===== src/pgs_supervisor.sv =====
// power-good, thermal and stack start-up supervisor: package and top module
// assumes analog comparators and pin sensors feed async levels; AXI4-Lite master on aclk
//
// The implementer's own choices: the placing of the registers and the AXI4-Lite slave port.
`timescale 1ns/1ps
package pgs_pkg;
   localparam int        CLK_HZ            = 20_000_000;
   localparam int        INIT_US           = 400;
   localparam int        INIT_CYCLES       = INIT_US * (CLK_HZ / 1_000_000);
   localparam int        DEGLITCH_US       = 40;
   localparam int        DEGLITCH_CYCLES   = DEGLITCH_US * (CLK_HZ / 1_000_000);
   localparam int        CNT_W             = 14;
   localparam int        ADDR_W            = 8;
   localparam logic [7:0] ADDR_FIRST_CONTROL_REGISTER    = 8'h00;
   localparam logic [7:0] ADDR_THIRD_CONTROL_REGISTER    = 8'h04;
   localparam logic [7:0] ADDR_STATUS      = 8'h08;
   localparam logic [7:0] ADDR_STATE       = 8'h0C;
   // first_control_register fields
   localparam int        DISCH_BIT         = 0;
   localparam int        SWEN_BIT          = 1;
   localparam int        FPWM_BIT          = 2;
   localparam logic [2:0] FIRST_CONTROL_REGISTER_RESET   = 3'h3;
   // third_control_register fields
   localparam int        BLANK_BIT         = 0;
   localparam int        SINGLE_BIT        = 1;
   localparam logic [1:0] THIRD_CONTROL_REGISTER_RESET   = 2'h0;
   // status fields
   localparam int        WARN_BIT          = 0;
   localparam int        SHUT_BIT          = 1;
   localparam logic [1:0] RESP_OKAY        = 2'h0;
   localparam logic [1:0] RESP_SLVERR      = 2'h2;
   typedef enum logic [1:0] {
      ST_INIT    = 2'b00,
      ST_STANDBY = 2'b01,
      ST_SOFT    = 2'b10,
      ST_ON      = 2'b11
   } pgs_state_t;
   // asynchronous levels from the analog side and the shared pins
   typedef struct packed {
      logic vout_low;         // output below 95 % of setpoint
      logic vout_high;        // output above 105 % of setpoint
      logic temp_over_130;
      logic temp_over_150;
      logic temp_over_170;
      logic uvlo;
      logic soft_start_done;
      logic ramp_active;      // voltage_ramp_transition in progress
      logic enable_line;      // level of the shared enable wire
      logic power_good_line;  // level of the shared power-good wire
      logic sync_out_high;    // clock-output pin level sensed during init
   } pgs_sense_t;
   // pin and converter controls, open-drain enables are active low
   typedef struct packed {
      logic power_good_oe_n;
      logic enable_oe_n;
      logic comp_hold_oe_n;
      logic comp_drive;
      logic switching_on;
      logic soft_start_req;
      logic discharge_on;
      logic ccm_mode;
      logic forced_pwm;
      logic clock_from_chain;
      logic role_secondary;
   } pgs_drive_t;
endpackage : pgs_pkg

module pgs_supervisor #(
   parameter int INIT_LEN = pgs_pkg::INIT_CYCLES
) (
   input  wire logic                       aclk,
   input  wire logic                       aresetn,
   input  wire pgs_pkg::pgs_sense_t        sense,
   output      pgs_pkg::pgs_drive_t        drive,
   input  wire logic                       awvalid,
   output      logic                       awready,
   input  wire logic [pgs_pkg::ADDR_W-1:0] awaddr,
   input  wire logic                       wvalid,
   output      logic                       wready,
   input  wire logic [31:0]                wdata,
   input  wire logic [3:0]                 wstrb,
   output      logic                       bvalid,
   input  wire logic                       bready,
   output      logic [1:0]                 bresp,
   input  wire logic                       arvalid,
   output      logic                       arready,
   input  wire logic [pgs_pkg::ADDR_W-1:0] araddr,
   output      logic                       rvalid,
   input  wire logic                       rready,
   output      logic [31:0]                rdata,
   output      logic [1:0]                 rresp
);
   import pgs_pkg::*;

   localparam int SW = $bits(pgs_sense_t);

   // three-stage synchroniser; a change counts once stages two and three agree
   logic [SW-1:0] sync1, sync2, sync3, filt;
   pgs_sense_t    s;
   assign s = pgs_sense_t'(filt);

   always_ff @(posedge aclk) begin
      sync1 <= sense;
      sync2 <= sync1;
      sync3 <= sync2;
      if (!aresetn) begin
         filt <= '0;
      end else begin
         filt <= (sync2 & sync3) | (filt & (sync2 ^ sync3));
      end
   end

   // register file
   logic [2:0]  first_control_register;
   logic [1:0]  third_control_register;
   logic        thermal_warning_flag;
   logic        thermal_shutdown_flag;
   logic [ADDR_W-1:0] aw_addr;
   logic [31:0] w_data;
   logic [3:0]  w_strb;
   logic        aw_got, w_got;
   logic        status_read;

   function automatic logic mapped(input logic [ADDR_W-1:0] a);
      mapped = (a == ADDR_FIRST_CONTROL_REGISTER) || (a == ADDR_THIRD_CONTROL_REGISTER) ||
               (a == ADDR_STATUS) || (a == ADDR_STATE);
   endfunction : mapped

   assign status_read = arvalid && arready && (araddr == ADDR_STATUS);

   // write address and data may arrive in either order; answer when both held
   always_ff @(posedge aclk) begin
      if (!aresetn) begin
         awready <= 1'b1;
         wready  <= 1'b1;
         aw_got  <= 1'b0;
         w_got   <= 1'b0;
         aw_addr <= '0;
         w_data  <= '0;
         w_strb  <= '0;
         bvalid  <= 1'b0;
         bresp   <= RESP_OKAY;
      end else begin
         if (awvalid && awready) begin
            aw_addr <= awaddr;
            aw_got  <= 1'b1;
            awready <= 1'b0;
         end
         if (wvalid && wready) begin
            w_data <= wdata;
            w_strb <= wstrb;
            w_got  <= 1'b1;
            wready <= 1'b0;
         end
         if (aw_got && w_got && !bvalid) begin
            bvalid <= 1'b1;
            bresp  <= mapped(aw_addr) ? RESP_OKAY : RESP_SLVERR;
         end
         if (bvalid && bready) begin
            bvalid  <= 1'b0;
            aw_got  <= 1'b0;
            w_got   <= 1'b0;
            awready <= 1'b1;
            wready  <= 1'b1;
         end
      end
   end

   // stores happen in the cycle the response is raised
   always_ff @(posedge aclk) begin
      if (!aresetn) begin
         first_control_register <= FIRST_CONTROL_REGISTER_RESET;
         third_control_register <= THIRD_CONTROL_REGISTER_RESET;
      end else if (aw_got && w_got && !bvalid && w_strb[0]) begin
         if (aw_addr == ADDR_FIRST_CONTROL_REGISTER) begin
            first_control_register <= w_data[2:0];
         end
         if (aw_addr == ADDR_THIRD_CONTROL_REGISTER) begin
            third_control_register <= w_data[1:0];
         end
      end
   end

   // sequencing state
   pgs_state_t          state;
   logic [CNT_W-1:0]    init_cnt;
   logic                secondary;
   logic                in_shutdown;
   logic                enabled_once;
   logic                run_ok;
   logic                conduction_mode_flop;
   logic                pulldown_hold_flop;
   logic                line_prev;

   assign run_ok = s.enable_line && first_control_register[SWEN_BIT] && !in_shutdown && !s.uvlo;

   always_ff @(posedge aclk) begin
      if (!aresetn) begin
         state        <= ST_INIT;
         init_cnt     <= '0;
         secondary    <= 1'b0;
         enabled_once <= 1'b0;
      end else begin
         unique case (state)
            ST_INIT: begin
               init_cnt <= init_cnt + 1'b1;
               if (init_cnt == CNT_W'(INIT_LEN - 1)) begin
                  secondary <= !s.sync_out_high;
                  state     <= ST_STANDBY;
               end
            end
            ST_STANDBY: begin
               if (run_ok) begin
                  state        <= ST_SOFT;
                  enabled_once <= 1'b1;
               end
            end
            ST_SOFT: begin
               if (!run_ok) begin
                  state <= ST_STANDBY;
               end else if (s.soft_start_done) begin
                  state <= ST_ON;
               end
            end
            ST_ON: begin
               if (!run_ok) begin
                  state <= ST_STANDBY;
               end
            end
         endcase
      end
   end

   // shutdown with hysteresis: enter above 170 C, leave below 150 C
   always_ff @(posedge aclk) begin
      if (!aresetn) begin
         in_shutdown <= 1'b0;
      end else if (s.temp_over_170) begin
         in_shutdown <= 1'b1;
      end else if (!s.temp_over_150) begin
         in_shutdown <= 1'b0;
      end
   end

   // sticky flags; a set in the same cycle as a clearing read wins
   always_ff @(posedge aclk) begin
      if (!aresetn) begin
         thermal_warning_flag <= 1'b0;
      end else if (s.temp_over_150) begin
         thermal_warning_flag <= 1'b1;
      end else if (status_read && !s.temp_over_130) begin
         thermal_warning_flag <= 1'b0;
      end
   end

   always_ff @(posedge aclk) begin
      if (!aresetn) begin
         thermal_shutdown_flag <= 1'b0;
      end else if (s.temp_over_170) begin
         thermal_shutdown_flag <= 1'b1;
      end else if (status_read && !s.temp_over_150) begin
         thermal_shutdown_flag <= 1'b0;
      end
   end

   // window comparator and counter deglitch
   logic                window_fault;
   logic                fault_deg;
   logic [CNT_W-1:0]    deg_cnt;

   // during a blanked ramp the comparator reads as in-window
   assign window_fault = (s.vout_low || s.vout_high) &&
                         !(third_control_register[BLANK_BIT] && s.ramp_active);

   always_ff @(posedge aclk) begin
      if (!aresetn) begin
         fault_deg <= 1'b1;
         deg_cnt   <= '0;
      end else if (window_fault == fault_deg) begin
         deg_cnt <= '0;
      end else if (deg_cnt == CNT_W'(DEGLITCH_CYCLES - 1)) begin
         fault_deg <= window_fault;
         deg_cnt   <= '0;
      end else begin
         deg_cnt <= deg_cnt + 1'b1;
      end
   end

   // secondary mode flops: both preset at init and at each new start-up
   always_ff @(posedge aclk) begin
      if (!aresetn) begin
         conduction_mode_flop <= 1'b1;
         pulldown_hold_flop   <= 1'b1;
         line_prev            <= 1'b0;
      end else begin
         line_prev <= s.power_good_line;
         if (state == ST_INIT || state == ST_STANDBY) begin
            conduction_mode_flop <= 1'b1;
            pulldown_hold_flop   <= 1'b1;
         end else begin
            if (state == ST_ON) begin
               pulldown_hold_flop <= 1'b0;
            end
            // rising edge of the shared line means the whole stack finished
            if (!pulldown_hold_flop && s.power_good_line && !line_prev) begin
               conduction_mode_flop <= 1'b0;
            end
         end
      end
   end

   // pin and converter drive, all registered
   logic primary_release;
   logic fault_any;
   logic disabled;
   assign disabled  = !s.enable_line || !first_control_register[SWEN_BIT];
   assign fault_any = in_shutdown || s.uvlo;
   assign primary_release = (state == ST_ON) && !fault_any && !disabled &&
                            !fault_deg;

   always_ff @(posedge aclk) begin
      if (!aresetn) begin
         drive <= '{power_good_oe_n: 1'b0, enable_oe_n: 1'b0, comp_hold_oe_n: 1'b0,
                    comp_drive: 1'b0, switching_on: 1'b0, soft_start_req: 1'b0,
                    discharge_on: 1'b0, ccm_mode: 1'b0, forced_pwm: 1'b0,
                    clock_from_chain: 1'b0, role_secondary: 1'b0};
      end else begin
         if (state == ST_INIT) begin
            drive.power_good_oe_n <= 1'b0;
         end else if (secondary) begin
            drive.power_good_oe_n <= !pulldown_hold_flop;
         end else begin
            drive.power_good_oe_n <= primary_release;
         end
         // init always pulls; faults pull only when part of a stack
         drive.enable_oe_n <= !(state == ST_INIT ||
                                (fault_any && !third_control_register[SINGLE_BIT]));
         drive.comp_hold_oe_n   <= secondary || s.enable_line;
         drive.comp_drive       <= !secondary && s.enable_line && state != ST_INIT;
         drive.switching_on     <= (state == ST_SOFT || state == ST_ON) && run_ok;
         drive.soft_start_req   <= (state == ST_STANDBY) && run_ok;
         drive.discharge_on     <= enabled_once && (disabled || fault_any) &&
                                   (first_control_register[DISCH_BIT] || secondary);
         drive.ccm_mode         <= secondary ? !conduction_mode_flop : 1'b1;
         drive.forced_pwm       <= secondary || first_control_register[FPWM_BIT];
         drive.clock_from_chain <= secondary;
         drive.role_secondary   <= secondary;
      end
   end

   // read channel; reading status is what clears the thermal flags
   always_ff @(posedge aclk) begin
      if (!aresetn) begin
         arready <= 1'b1;
         rvalid  <= 1'b0;
         rdata   <= '0;
         rresp   <= RESP_OKAY;
      end else if (arvalid && arready) begin
         arready <= 1'b0;
         rvalid  <= 1'b1;
         rresp   <= mapped(araddr) ? RESP_OKAY : RESP_SLVERR;
         unique case (araddr)
            ADDR_FIRST_CONTROL_REGISTER: rdata <= {29'h0, first_control_register};
            ADDR_THIRD_CONTROL_REGISTER: rdata <= {30'h0, third_control_register};
            ADDR_STATUS:   rdata <= {30'h0, thermal_shutdown_flag, thermal_warning_flag};
            ADDR_STATE:    rdata <= {24'h0, fault_deg, in_shutdown, conduction_mode_flop,
                                     pulldown_hold_flop, secondary, drive.power_good_oe_n,
                                     state};
            default:       rdata <= 32'h0;
         endcase
      end else if (rvalid && rready) begin
         rvalid  <= 1'b0;
         arready <= 1'b1;
      end
   end
endmodule : pgs_supervisor


===== config.mk =====
export PLATFORM = sky130hd
export DESIGN_NAME = pgs_supervisor
export DESIGN_NICKNAME = d
export VERILOG_FILES = /design/src/pgs_supervisor.sv
export SDC_FILE = /design/constraint.sdc
export NUM_CORES = 1
export LEC_CHECK = 0
export ABC_CLOCK_PERIOD_IN_PS = 1850
export BUFFER_PORTS_ARGS = -buffer_cell sky130_fd_sc_hd__buf_4
export CORE_UTILIZATION = 45
export DETAILED_ROUTE_END_ITERATION = 8
export PLACE_DENSITY_LB_ADDON = 0.25
export SYNTH_ARGS = -nofsm -noshare
export SYNTH_HDL_FRONTEND = slang
export SYNTH_SLANG_ARGS = --single-unit
export TNS_END_PERCENT = 10

===== constraint.sdc =====
create_clock -name aclk -period 1.85 [get_ports aclk]
set_clock_uncertainty 0.2 [all_clocks]
set_input_delay 0.4625 -clock aclk [delete_from_list [all_inputs] [get_ports aclk]]
set_output_delay 0.4625 -clock aclk [all_outputs]
set_load 0.005 [all_outputs]

==> metrics, run 1 <==
result of the run finished, final reports clean; Final setup violation count 0; global placer's final weighted congestion 0.791; Reg-to-Reg Start init_cnt[13]; number of DRC markers in iteration 0 110; global-route wire length before repair 15500 um; clock insertion delay at the later pin of the skew report 510 ps; max-slew violation count 0; detail-routed via count per cell 4.91; number of hold violations in the final report 0; met1 Track Usage GR 0.212; end of the worst hold path aw_addr[5]; critical path launch point type flip-flop; CP arrival 1950 ps; CTS Root Cell sky130_fd_sc_hd__clkbuf_8; path depth of the worst reg2reg path 4; share of synthesized flip-flops with an asynchronous set or reset 0; critical path type flip-flop to flip-flop; Syn. warnings 0; portion of the post-synthesis area used by sequential elements 0.544; CTS sink count 127; H-tree levels 4; dominant synthesized flop cell sky130_fd_sc_hd__dfxtp_1; Yosys cell types 46; number of fillers in the final layout 837; standard-cell row count 36; diodes inserted 0; DR WL/cell 12.7 um; peak supply drop 0.583 mV; grt met3 use 0.0501; count of maximum capacitance violations 0; share of post-route cells with drive strength above 1 0.209; postcts setup bufs 0; Post-Place Cells 669; post-synthesis instance area 4670 um2; Worst Slack Setup Final 93.6 ps; worst slack at placement 46.0 ps; via count 3543; area growth from synthesis to layout 29.6%; filler-free cell count of the finished design 722; DRC Markers 0; minimum clock period 1760 ps; largest net degree at the start of global routing 30; starting density of the core 0.472; Die Footprint 10800 um2; grt total ovfl 0; total power 6620 uW; antenna violations before repair 0; height of the die 104 um; mean instance size in the synthesized netlist 9.78 um2; clock transition at the registers of the reported paths 60 ps; clock buffers created by TritonCTS 17; final worst-path cycle share 0.949; critical-path maximum fanout 3; power density over cell area 1090 nW/um2; number of instances in the synthesized netlist 478; Req. time, crit path 2050 ps; clock tree from TritonCTS yes; number of nets with antenna violations after detailed routing 0; vias in the first global route 3449; met2 Resource Use GR 0.307; first-pass iteration count of the detailed router 5; global routing usage summed across all routing layers 0.179; die width 104 um; hold-critical path depth 3; Post-DP HPWL 6210 um; setup slack on the worst flop-to-flop path 90 ps; timing-limited maximum frequency 569 MHz; count of buffers inserted at the top-level ports 63; crit path capture type flip-flop; worst-case clock buffer depth 2; Synth Register Bits 127; WL final 9200 um; Nets 664; origin of the worst min-delay path awaddr[5]; number of flops mapped to enable cells by yosys 0; final instance area 6050 um2; Most Used Layer, Global Route met2; type of the worst min-delay path input port to flip-flop; total leakage power 0.00262 uW; placed instance area 5250 um2; I/O Pins 122; critical register-to-register path endpoint state[1]; Util after Layout 0.611; Floorplan Core Area 9910 um2
## cells in the mapped netlist (3+ instances only)
library cell | instances | share of area
sky130_fd_sc_hd__dfxtp_1 | 127 | 0.54
sky130_fd_sc_hd__nor2_1 | 61 | 0.049
sky130_fd_sc_hd__a21oi_1 | 44 | 0.047
sky130_fd_sc_hd__nand2_1 | 32 | 0.026
sky130_fd_sc_hd__buf_4 | 28 | 0.045
sky130_fd_sc_hd__nand3_1 | 28 | 0.030
sky130_fd_sc_hd__ha_1 | 18 | 0.048
sky130_fd_sc_hd__o21ai_0 | 17 | 0.018
sky130_fd_sc_hd__xor2_1 | 16 | 0.030
sky130_fd_sc_hd__inv_1 | 12 | 0.0096
sky130_fd_sc_hd__clkbuf_1 | 10 | 0.0080
sky130_fd_sc_hd__nand4_1 | 10 | 0.013
sky130_fd_sc_hd__a22oi_1 | 7 | 0.011
sky130_fd_sc_hd__and3_1 | 6 | 0.0080
sky130_fd_sc_hd__and4_1 | 6 | 0.011
sky130_fd_sc_hd__and2_1 | 5 | 0.0067
sky130_fd_sc_hd__xnor2_1 | 5 | 0.0094
sky130_fd_sc_hd__mux2i_1 | 4 | 0.0086
sky130_fd_sc_hd__buf_1 | 3 | 0.0024
sky130_fd_sc_hd__nand2b_1 | 3 | 0.0040
sky130_fd_sc_hd__nor4_1 | 3 | 0.0040
sky130_fd_sc_hd__or3_1 | 3 | 0.0040
## critical path: stages, from the launching register on
cell	delay, ps
sky130_fd_sc_hd__dfxtp_1	320
sky130_fd_sc_hd__or3b_1	420
sky130_fd_sc_hd__nor4_4	380
sky130_fd_sc_hd__o221ai_2	180
sky130_fd_sc_hd__mux2i_1	150
## logic make-up after synthesis
group,share of synthesized area
XOR/XNOR,0.0394
flip-flops,0.544
AO/OA/AOI/OAI,0.0945
buffers and inverters,0.0661
AND/OR/NAND/NOR,0.189
adder cells (fa/ha/maj),0.0482
other,0.000802
multiplexers,0.0182
## cell usage in the layout, fill, tap and decap left out, drive strengths merged, types with 5 or more instances in the layout
cell / count
buf: 75
o21ai: 17
xor2: 16
nor2: 61
conb: 26
clkbuf: 17
nand4: 10
nand2: 32
and4: 7
xnor2: 5
inv: 21
and2: 5
a21oi: 44
a22oi: 7
dlygate4sd3: 21
and3: 7
dfxtp: 127
ha: 18
nand3: 29
## layout make-up
class,count,area [um2],share of cell area
multi-input combinational,322,1930,0.319
tap,133,166,0.0275
inverter,12,45.0,0.00744
clock buffer,17,414,0.0684
timing repair buffer,96,786,0.130
clock inverter,15,169,0.0279
sequential,127,2540,0.420
## metrics by stage
step	hold slack [ps]	setup TNS [ps]
2_1_floorplan	110	0
3_3_place_gp	111	0
3_5_place_dp	113	0
4_1_cts	1.11	0
5_1_grt	4.53	-0.402
6_report	17.2	0
## layer usage
metal,up-vias,part of all wire
met4,0,0.012
met2,77,0.49
met5,-,0
met1,1667,0.46
met3,8,0.037
li1,1791,-
## what timing repair did
| action | 4_1_cts | 5_1_grt |
|---|---|---|
| hold buffers | 21 | 0 |
| endpoints found under the hold margin | 19 | 0 |
| pin swaps | 0 | 4 |
| setup endpoints to repair | 1 | 23 |
| gates resized for setup | 1 | 8 |
## how the worst max path moves through the flow
stage | start | end | depth (start not counted)
detailed placement | araddr[5] | thermal_warning_flag | 6
finish | init_cnt[13] | state[1] | 4
global route | deg_cnt[0] | deg_cnt[12] | 5
CTS | wready | wready | 1
floorplan | state[0] | init_cnt[11] | 7
global placement | araddr[5] | thermal_shutdown_flag | 6
## where the power goes
part           leakage (uW)  internal (uW)  total (uW)  switching, uW
Clock              0.000279           1960        3250           1300
Sequential          0.00104           2850        2930           77.1
Combinational       0.00130            224         435            211
## sequential cells by signal, indices dropped and copies added, names as in the netlist, 2 cells and up
name and count:
aw_addr 8, deg_cnt 14, drive 10, filt 11, first_control_register 3, init_cnt 14, rdata 8, state 2
sync1 11, sync2 11, sync3 11, third_control_register 2, w_data 3
(Power assumes the default switching activity.)
==> run 2: changes to the inputs <==
--- a/config.mk
+++ b/config.mk
@@ -9,6 +9,7 @@
 export BUFFER_PORTS_ARGS = -buffer_cell sky130_fd_sc_hd__buf_4
 export CORE_UTILIZATION = 45
 export DETAILED_ROUTE_END_ITERATION = 8
+export HOLD_SLACK_MARGIN = 0.12
 export PLACE_DENSITY_LB_ADDON = 0.25
 export SYNTH_ARGS = -nofsm -noshare
 export SYNTH_HDL_FRONTEND = slang
==> metrics, run 2 (synthesis gave the netlist of run 1 again) <==
CP arrival 1970 ps (was 1950 ps); area growth from synthesis to layout 32.2% (was 29.6%); global-route wire length before repair 15900 um (was 15500 um); power density over cell area 1080 nW/um2 (was 1090 nW/um2); hold-critical path depth 0 (was 3); postcts setup bufs 0 (unchanged); CTS sink count 127 (unchanged); total leakage power 0.00267 uW (was 0.00262 uW); crit path capture type flip-flop (unchanged); max-slew violation count 0 (unchanged); antenna violations before repair 0 (unchanged); registers with the highest flip-flop counts deg_cnt x14, init_cnt x14 (unchanged); number of hold violations in the final report 0 (unchanged); Die Footprint 10800 um2 (unchanged); starting density of the core 0.472 (unchanged); grt total ovfl 0 (unchanged); number of nets with antenna violations after detailed routing 0 (unchanged); count of buffers inserted at the top-level ports 63 (unchanged); type of the worst min-delay path flip-flop to flip-flop (was input port to flip-flop); count of maximum capacitance violations 0 (unchanged); Post-Place Cells 669 (unchanged); CTS Root Cell sky130_fd_sc_hd__clkbuf_8 (unchanged); worst-case clock buffer depth 2 (unchanged); worst hold slack across all endpoints 125 ps (was 17.2 ps); Req. time, crit path 2050 ps (about the same); number of DRC markers in iteration 0 110 (unchanged); filler-free cell count of the finished design 734 (was 722); Floorplan Core Area 9910 um2 (unchanged); critical-path maximum fanout 3 (unchanged); largest net degree at the start of global routing 30 (unchanged); setup repair after global routing missed its margin true; Nets 676 (was 664); WL final 9430 um (was 9200 um); peak supply drop 0.584 mV (was 0.583 mV); global placer's final weighted congestion 0.791 (unchanged); clock buffers created by TritonCTS 17 (unchanged); timing-limited maximum frequency 564 MHz (was 569 MHz); clock transition at the registers of the reported paths 60 ps (about the same); vias in the first global route 3506 (was 3449); via count 3597 (was 3543); DR WL/cell 12.8 um (was 12.7 um); final worst-path cycle share 0.958 (was 0.949); H-tree levels 4 (unchanged); path depth of the worst reg2reg path 4 (unchanged); standard-cell row count 36 (unchanged); critical path type flip-flop to flip-flop (unchanged); I/O Pins 122 (unchanged); clock insertion delay at the later pin of the skew report 520 ps (was 510 ps); global routing usage summed across all routing layers 0.184 (was 0.179); leading cell type in the layout, fill and taps excluded sky130_fd_sc_hd__dfxtp_1 (unchanged); critical path launch point type flip-flop (unchanged); highest-count cells in the layout ignoring fill and taps 125 x sky130_fd_sc_hd__dfxtp_1, 74 x sky130_fd_sc_hd__buf_4, 61 x sky130_fd_sc_hd__nor2_1 (unchanged); die width 104 um (unchanged); share of post-route cells with drive strength above 1 0.206 (was 0.209); minimum clock period 1770 ps (was 1760 ps); result of the run finished, final reports clean (unchanged); diodes inserted 0 (unchanged); final total negative setup slack 0 ps (unchanged); detail-routed via count per cell 4.90 (was 4.91); first-pass iteration count of the detailed router 4 (was 5); DRC Markers 0 (unchanged); Post-DP HPWL 6210 um (unchanged); height of the die 104 um (unchanged); clock tree from TritonCTS yes (unchanged); Final setup violation count 0 (unchanged)
[run 2: worst paths after layout]
path	to	slack [ps]	start
setup / recovery	state[1]	80	init_cnt[13]
hold / removal	sync2[5]	130	sync1[5]
setup reg to reg	state[1]	80	init_cnt[13]
hold reg to reg	sync2[5]	130	sync1[5]
[run 2: area by class of cell]
cell class | count | area [um2]
Fill cell | 813 | 3730
Sequential cell | 127 | 2540
Multi-Input combinational cell | 322 | 1930
Timing Repair Buffer | 108 | 906
Clock buffer | 17 | 414
Clock inverter | 15 | 169
Tap cell | 133 | 166
Inverter | 12 | 45.0
[run 2: critical path, cell delays in order, from the launching register on]
cell,delay [ps]
sky130_fd_sc_hd__dfxtp_1,320
sky130_fd_sc_hd__or3b_1,420
sky130_fd_sc_hd__nor4_4,380
sky130_fd_sc_hd__o221ai_2,190
sky130_fd_sc_hd__mux2i_1,150
[run 2: where the power goes]
group          switching [uW]  total, uW  internal, uW
logic                     218        458           240
clock network            1300       3260          1960
registers                75.8       2930          2850
[run 2: metal layers]
| layer | up-vias | share of wire | track usage |
|---|---|---|---|
| met1 | 1683 | 0.46 | 0.216 |
| met2 | 80 | 0.49 | 0.320 |
| met4 | 0 | 0.014 | 0.0673 |
| met3 | 13 | 0.040 | 0.0501 |
| li1 | 1821 | - | - |
| met5 | - | 0 | 0 |
[run 2: what timing repair did]
item / CTS / global route
gates resized for setup: 1 / 9
hold buffers: 33 / 0
hold endpoints to repair: 38 / 0
pin swaps: 0 / 3
gates cloned: 0 / 0
endpoints found under the setup margin: 1 / 24
[run 2: stage by stage]
| stage | setup WS [ps] | util | power (uW) | instance area [um2] |
|---|---|---|---|---|
| 6_report | 77.0 | 0.623 | 6640 | 6180 |
| 5_1_grt | -6.33 | 0.623 | 6900 | 6180 |
| 4_1_cts | 36.3 | 0.622 | 6690 | 6160 |
| 3_5_place_dp | 46.0 | 0.529 | 3380 | 5250 |
| 3_3_place_gp | 38.5 | 0.529 | 3360 | 5250 |
| 2_1_floorplan | 40.3 | - | 3240 | 4770 |
==> run 3: changes to the inputs <==
--- a/config.mk
+++ b/config.mk
@@ -11,6 +11,7 @@
 export DETAILED_ROUTE_END_ITERATION = 8
 export HOLD_SLACK_MARGIN = 0.12
 export PLACE_DENSITY_LB_ADDON = 0.25
+export RECOVER_POWER = 100
 export SYNTH_ARGS = -nofsm -noshare
 export SYNTH_HDL_FRONTEND = slang
 export SYNTH_SLANG_ARGS = --single-unit
==> metrics, run 3 (synthesis gave the netlist of run 1 again) <==
clock tree from TritonCTS yes (unchanged); count of buffers inserted at the top-level ports 63 (unchanged); clock transition at the registers of the reported paths 60 ps (about the same); worst-case clock buffer depth 2 (unchanged); critical path launch point type flip-flop (unchanged); registers with the highest flip-flop counts deg_cnt x14, init_cnt x14 (unchanged); Worst path depth 1 (was 4); placed instance area 5250 um2 (unchanged); critical path type flip-flop to output port (was flip-flop to flip-flop); height of the die 104 um (unchanged); standard-cell row count 36 (unchanged); grt total ovfl 0 (unchanged); power density over cell area 1080 nW/um2 (about the same); cell with the biggest individual delay on the critical path sky130_fd_sc_hd__dfxtp_2 (was sky130_fd_sc_hd__or3b_1); global routing usage summed across all routing layers 0.184 (unchanged); worst-path cell chain clkbuf_4 (was or3b_1, nor4_4, o221ai_2, mux2i_1); WL final 9390 um (was 9430 um); highest-count cells in the layout ignoring fill and taps 125 x sky130_fd_sc_hd__dfxtp_1, 61 x sky130_fd_sc_hd__nor2_1, 43 x sky130_fd_sc_hd__a21oi_1 (was 125 x sky130_fd_sc_hd__dfxtp_1, 74 x sky130_fd_sc_hd__buf_4, 61 x sky130_fd_sc_hd__nor2_1); clock insertion delay at the later pin of the skew report 520 ps (about the same); CP arrival 1140 ps (was 1970 ps); max-slew violation count 0 (unchanged); hold-critical path depth 0 (unchanged); peak supply drop 0.583 mV (was 0.584 mV); Final setup violation count 0 (unchanged); number of DRC markers in iteration 0 119 (was 110); Floorplan Core Area 9910 um2 (unchanged); number of fillers in the final layout 819 (was 813); Nets 676 (unchanged); clock buffers created by TritonCTS 17 (unchanged); final instance area 6150 um2 (was 6180 um2); number of nets with antenna violations after detailed routing 0 (unchanged); largest net degree at the start of global routing 30 (unchanged); starting density of the core 0.472 (unchanged); antenna violations before repair 0 (unchanged); CTS sink count 127 (unchanged); count of maximum capacitance violations 0 (unchanged); crit path capture type output port (was flip-flop); share of post-route cells with drive strength above 1 0.195 (was 0.206); H-tree levels 4 (unchanged); Die Footprint 10800 um2 (unchanged); timing-limited maximum frequency 555 MHz (was 564 MHz); first-pass iteration count of the detailed router 4 (unchanged); Worst Path Buf+Inv 1 (was 0); final total negative setup slack 0 ps (unchanged); path depth of the worst reg2reg path 4 (unchanged); met1 Track Usage GR 0.216 (unchanged); largest delay contributor family on the critical path flip-flops (was simple AND/OR/NAND/NOR gates); total leakage power 0.00264 uW (was 0.00267 uW); CTS Root Cell sky130_fd_sc_hd__clkbuf_8 (unchanged); setup repair after global routing missed its margin true (unchanged); die width 104 um (unchanged); result of the run finished, final reports clean (unchanged); diodes inserted 0 (unchanged); detail-routed via count per cell 4.91 (was 4.90); area growth from synthesis to layout 31.6% (was 32.2%); critical-path maximum fanout 12 (was 3); leading cell type in the layout, fill and taps excluded sky130_fd_sc_hd__dfxtp_1 (unchanged); global-route wire length before repair 15900 um (unchanged); minimum clock period 1800 ps (was 1770 ps); final worst-path cycle share 0.973 (was 0.958); Post-DP HPWL 6210 um (unchanged); I/O Pins 122 (unchanged); vias in the first global route 3506 (unchanged); type of the worst min-delay path flip-flop to flip-flop (unchanged); via count 3604 (was 3597); met2 Resource Use GR 0.320 (unchanged); Most Used Layer, Global Route met2 (unchanged); DRC Markers 0 (unchanged); postcts setup bufs 0 (unchanged); Max stage delay on crit path 440 ps (was 420 ps); DR WL/cell 12.8 um (about the same); global placer's final weighted congestion 0.791 (unchanged); Req. time, crit path 1190 ps (was 2050 ps); total power 6630 uW (was 6640 uW); number of hold violations in the final report 0 (unchanged); grt met3 use 0.0501 (unchanged)
run 3: final cells by class:
cell class | instances | area (um2) | share of cell area
Clock inverter | 15 | 169 | 0.0275
Multi-Input combinational cell | 322 | 1930 | 0.313
Sequential cell | 127 | 2540 | 0.414
Inverter | 12 | 45.0 | 0.00732
Timing Repair Buffer | 108 | 883 | 0.144
Clock buffer | 17 | 414 | 0.0673
Tap cell | 133 | 166 | 0.0271
run 3: metal layers:
layer  vias up  wire length (um)
li1       1822                 -
met1      1681              4290
met2        89              4600
met3        12               365
met4         0               125
met5         -                 0
run 3: what timing repair did:
action	4_1_cts	5_1_grt
hold buffers	33	0
gates cloned	0	0
hold endpoints to repair	38	0
endpoints found under the setup margin	1	24
gates resized for setup	1	9
pin swaps	0	3
run 3: worst paths after layout:
path | end | slack (ps) | start
min reg2reg | sync2[5] | 130 | sync1[5]
max | awready | 50 | awready
max reg2reg | state[1] | 70 | init_cnt[13]
min | sync2[5] | 130 | sync1[5]
run 3: per-stage QoR:
step | hold WS, ps | util | std cells | worst slack (ps)
6_report | 125 | 0.621 | 734 | 49.6
5_1_grt | 131 | 0.621 | 734 | -6.33
4_1_cts | 128 | 0.622 | 734 | 36.3
3_5_place_dp | 113 | 0.529 | 669 | 46.0
3_3_place_gp | 111 | 0.529 | 669 | 38.5
2_1_floorplan | 110 | - | 503 | 40.3
run 3: report_power, final:
part           leakage, uW  internal (uW)  switching [uW]
sequential         0.00104           2850            74.9
combinational      0.00131            230             217
clock             0.000279           1950            1300
total              0.00264           5040            1590
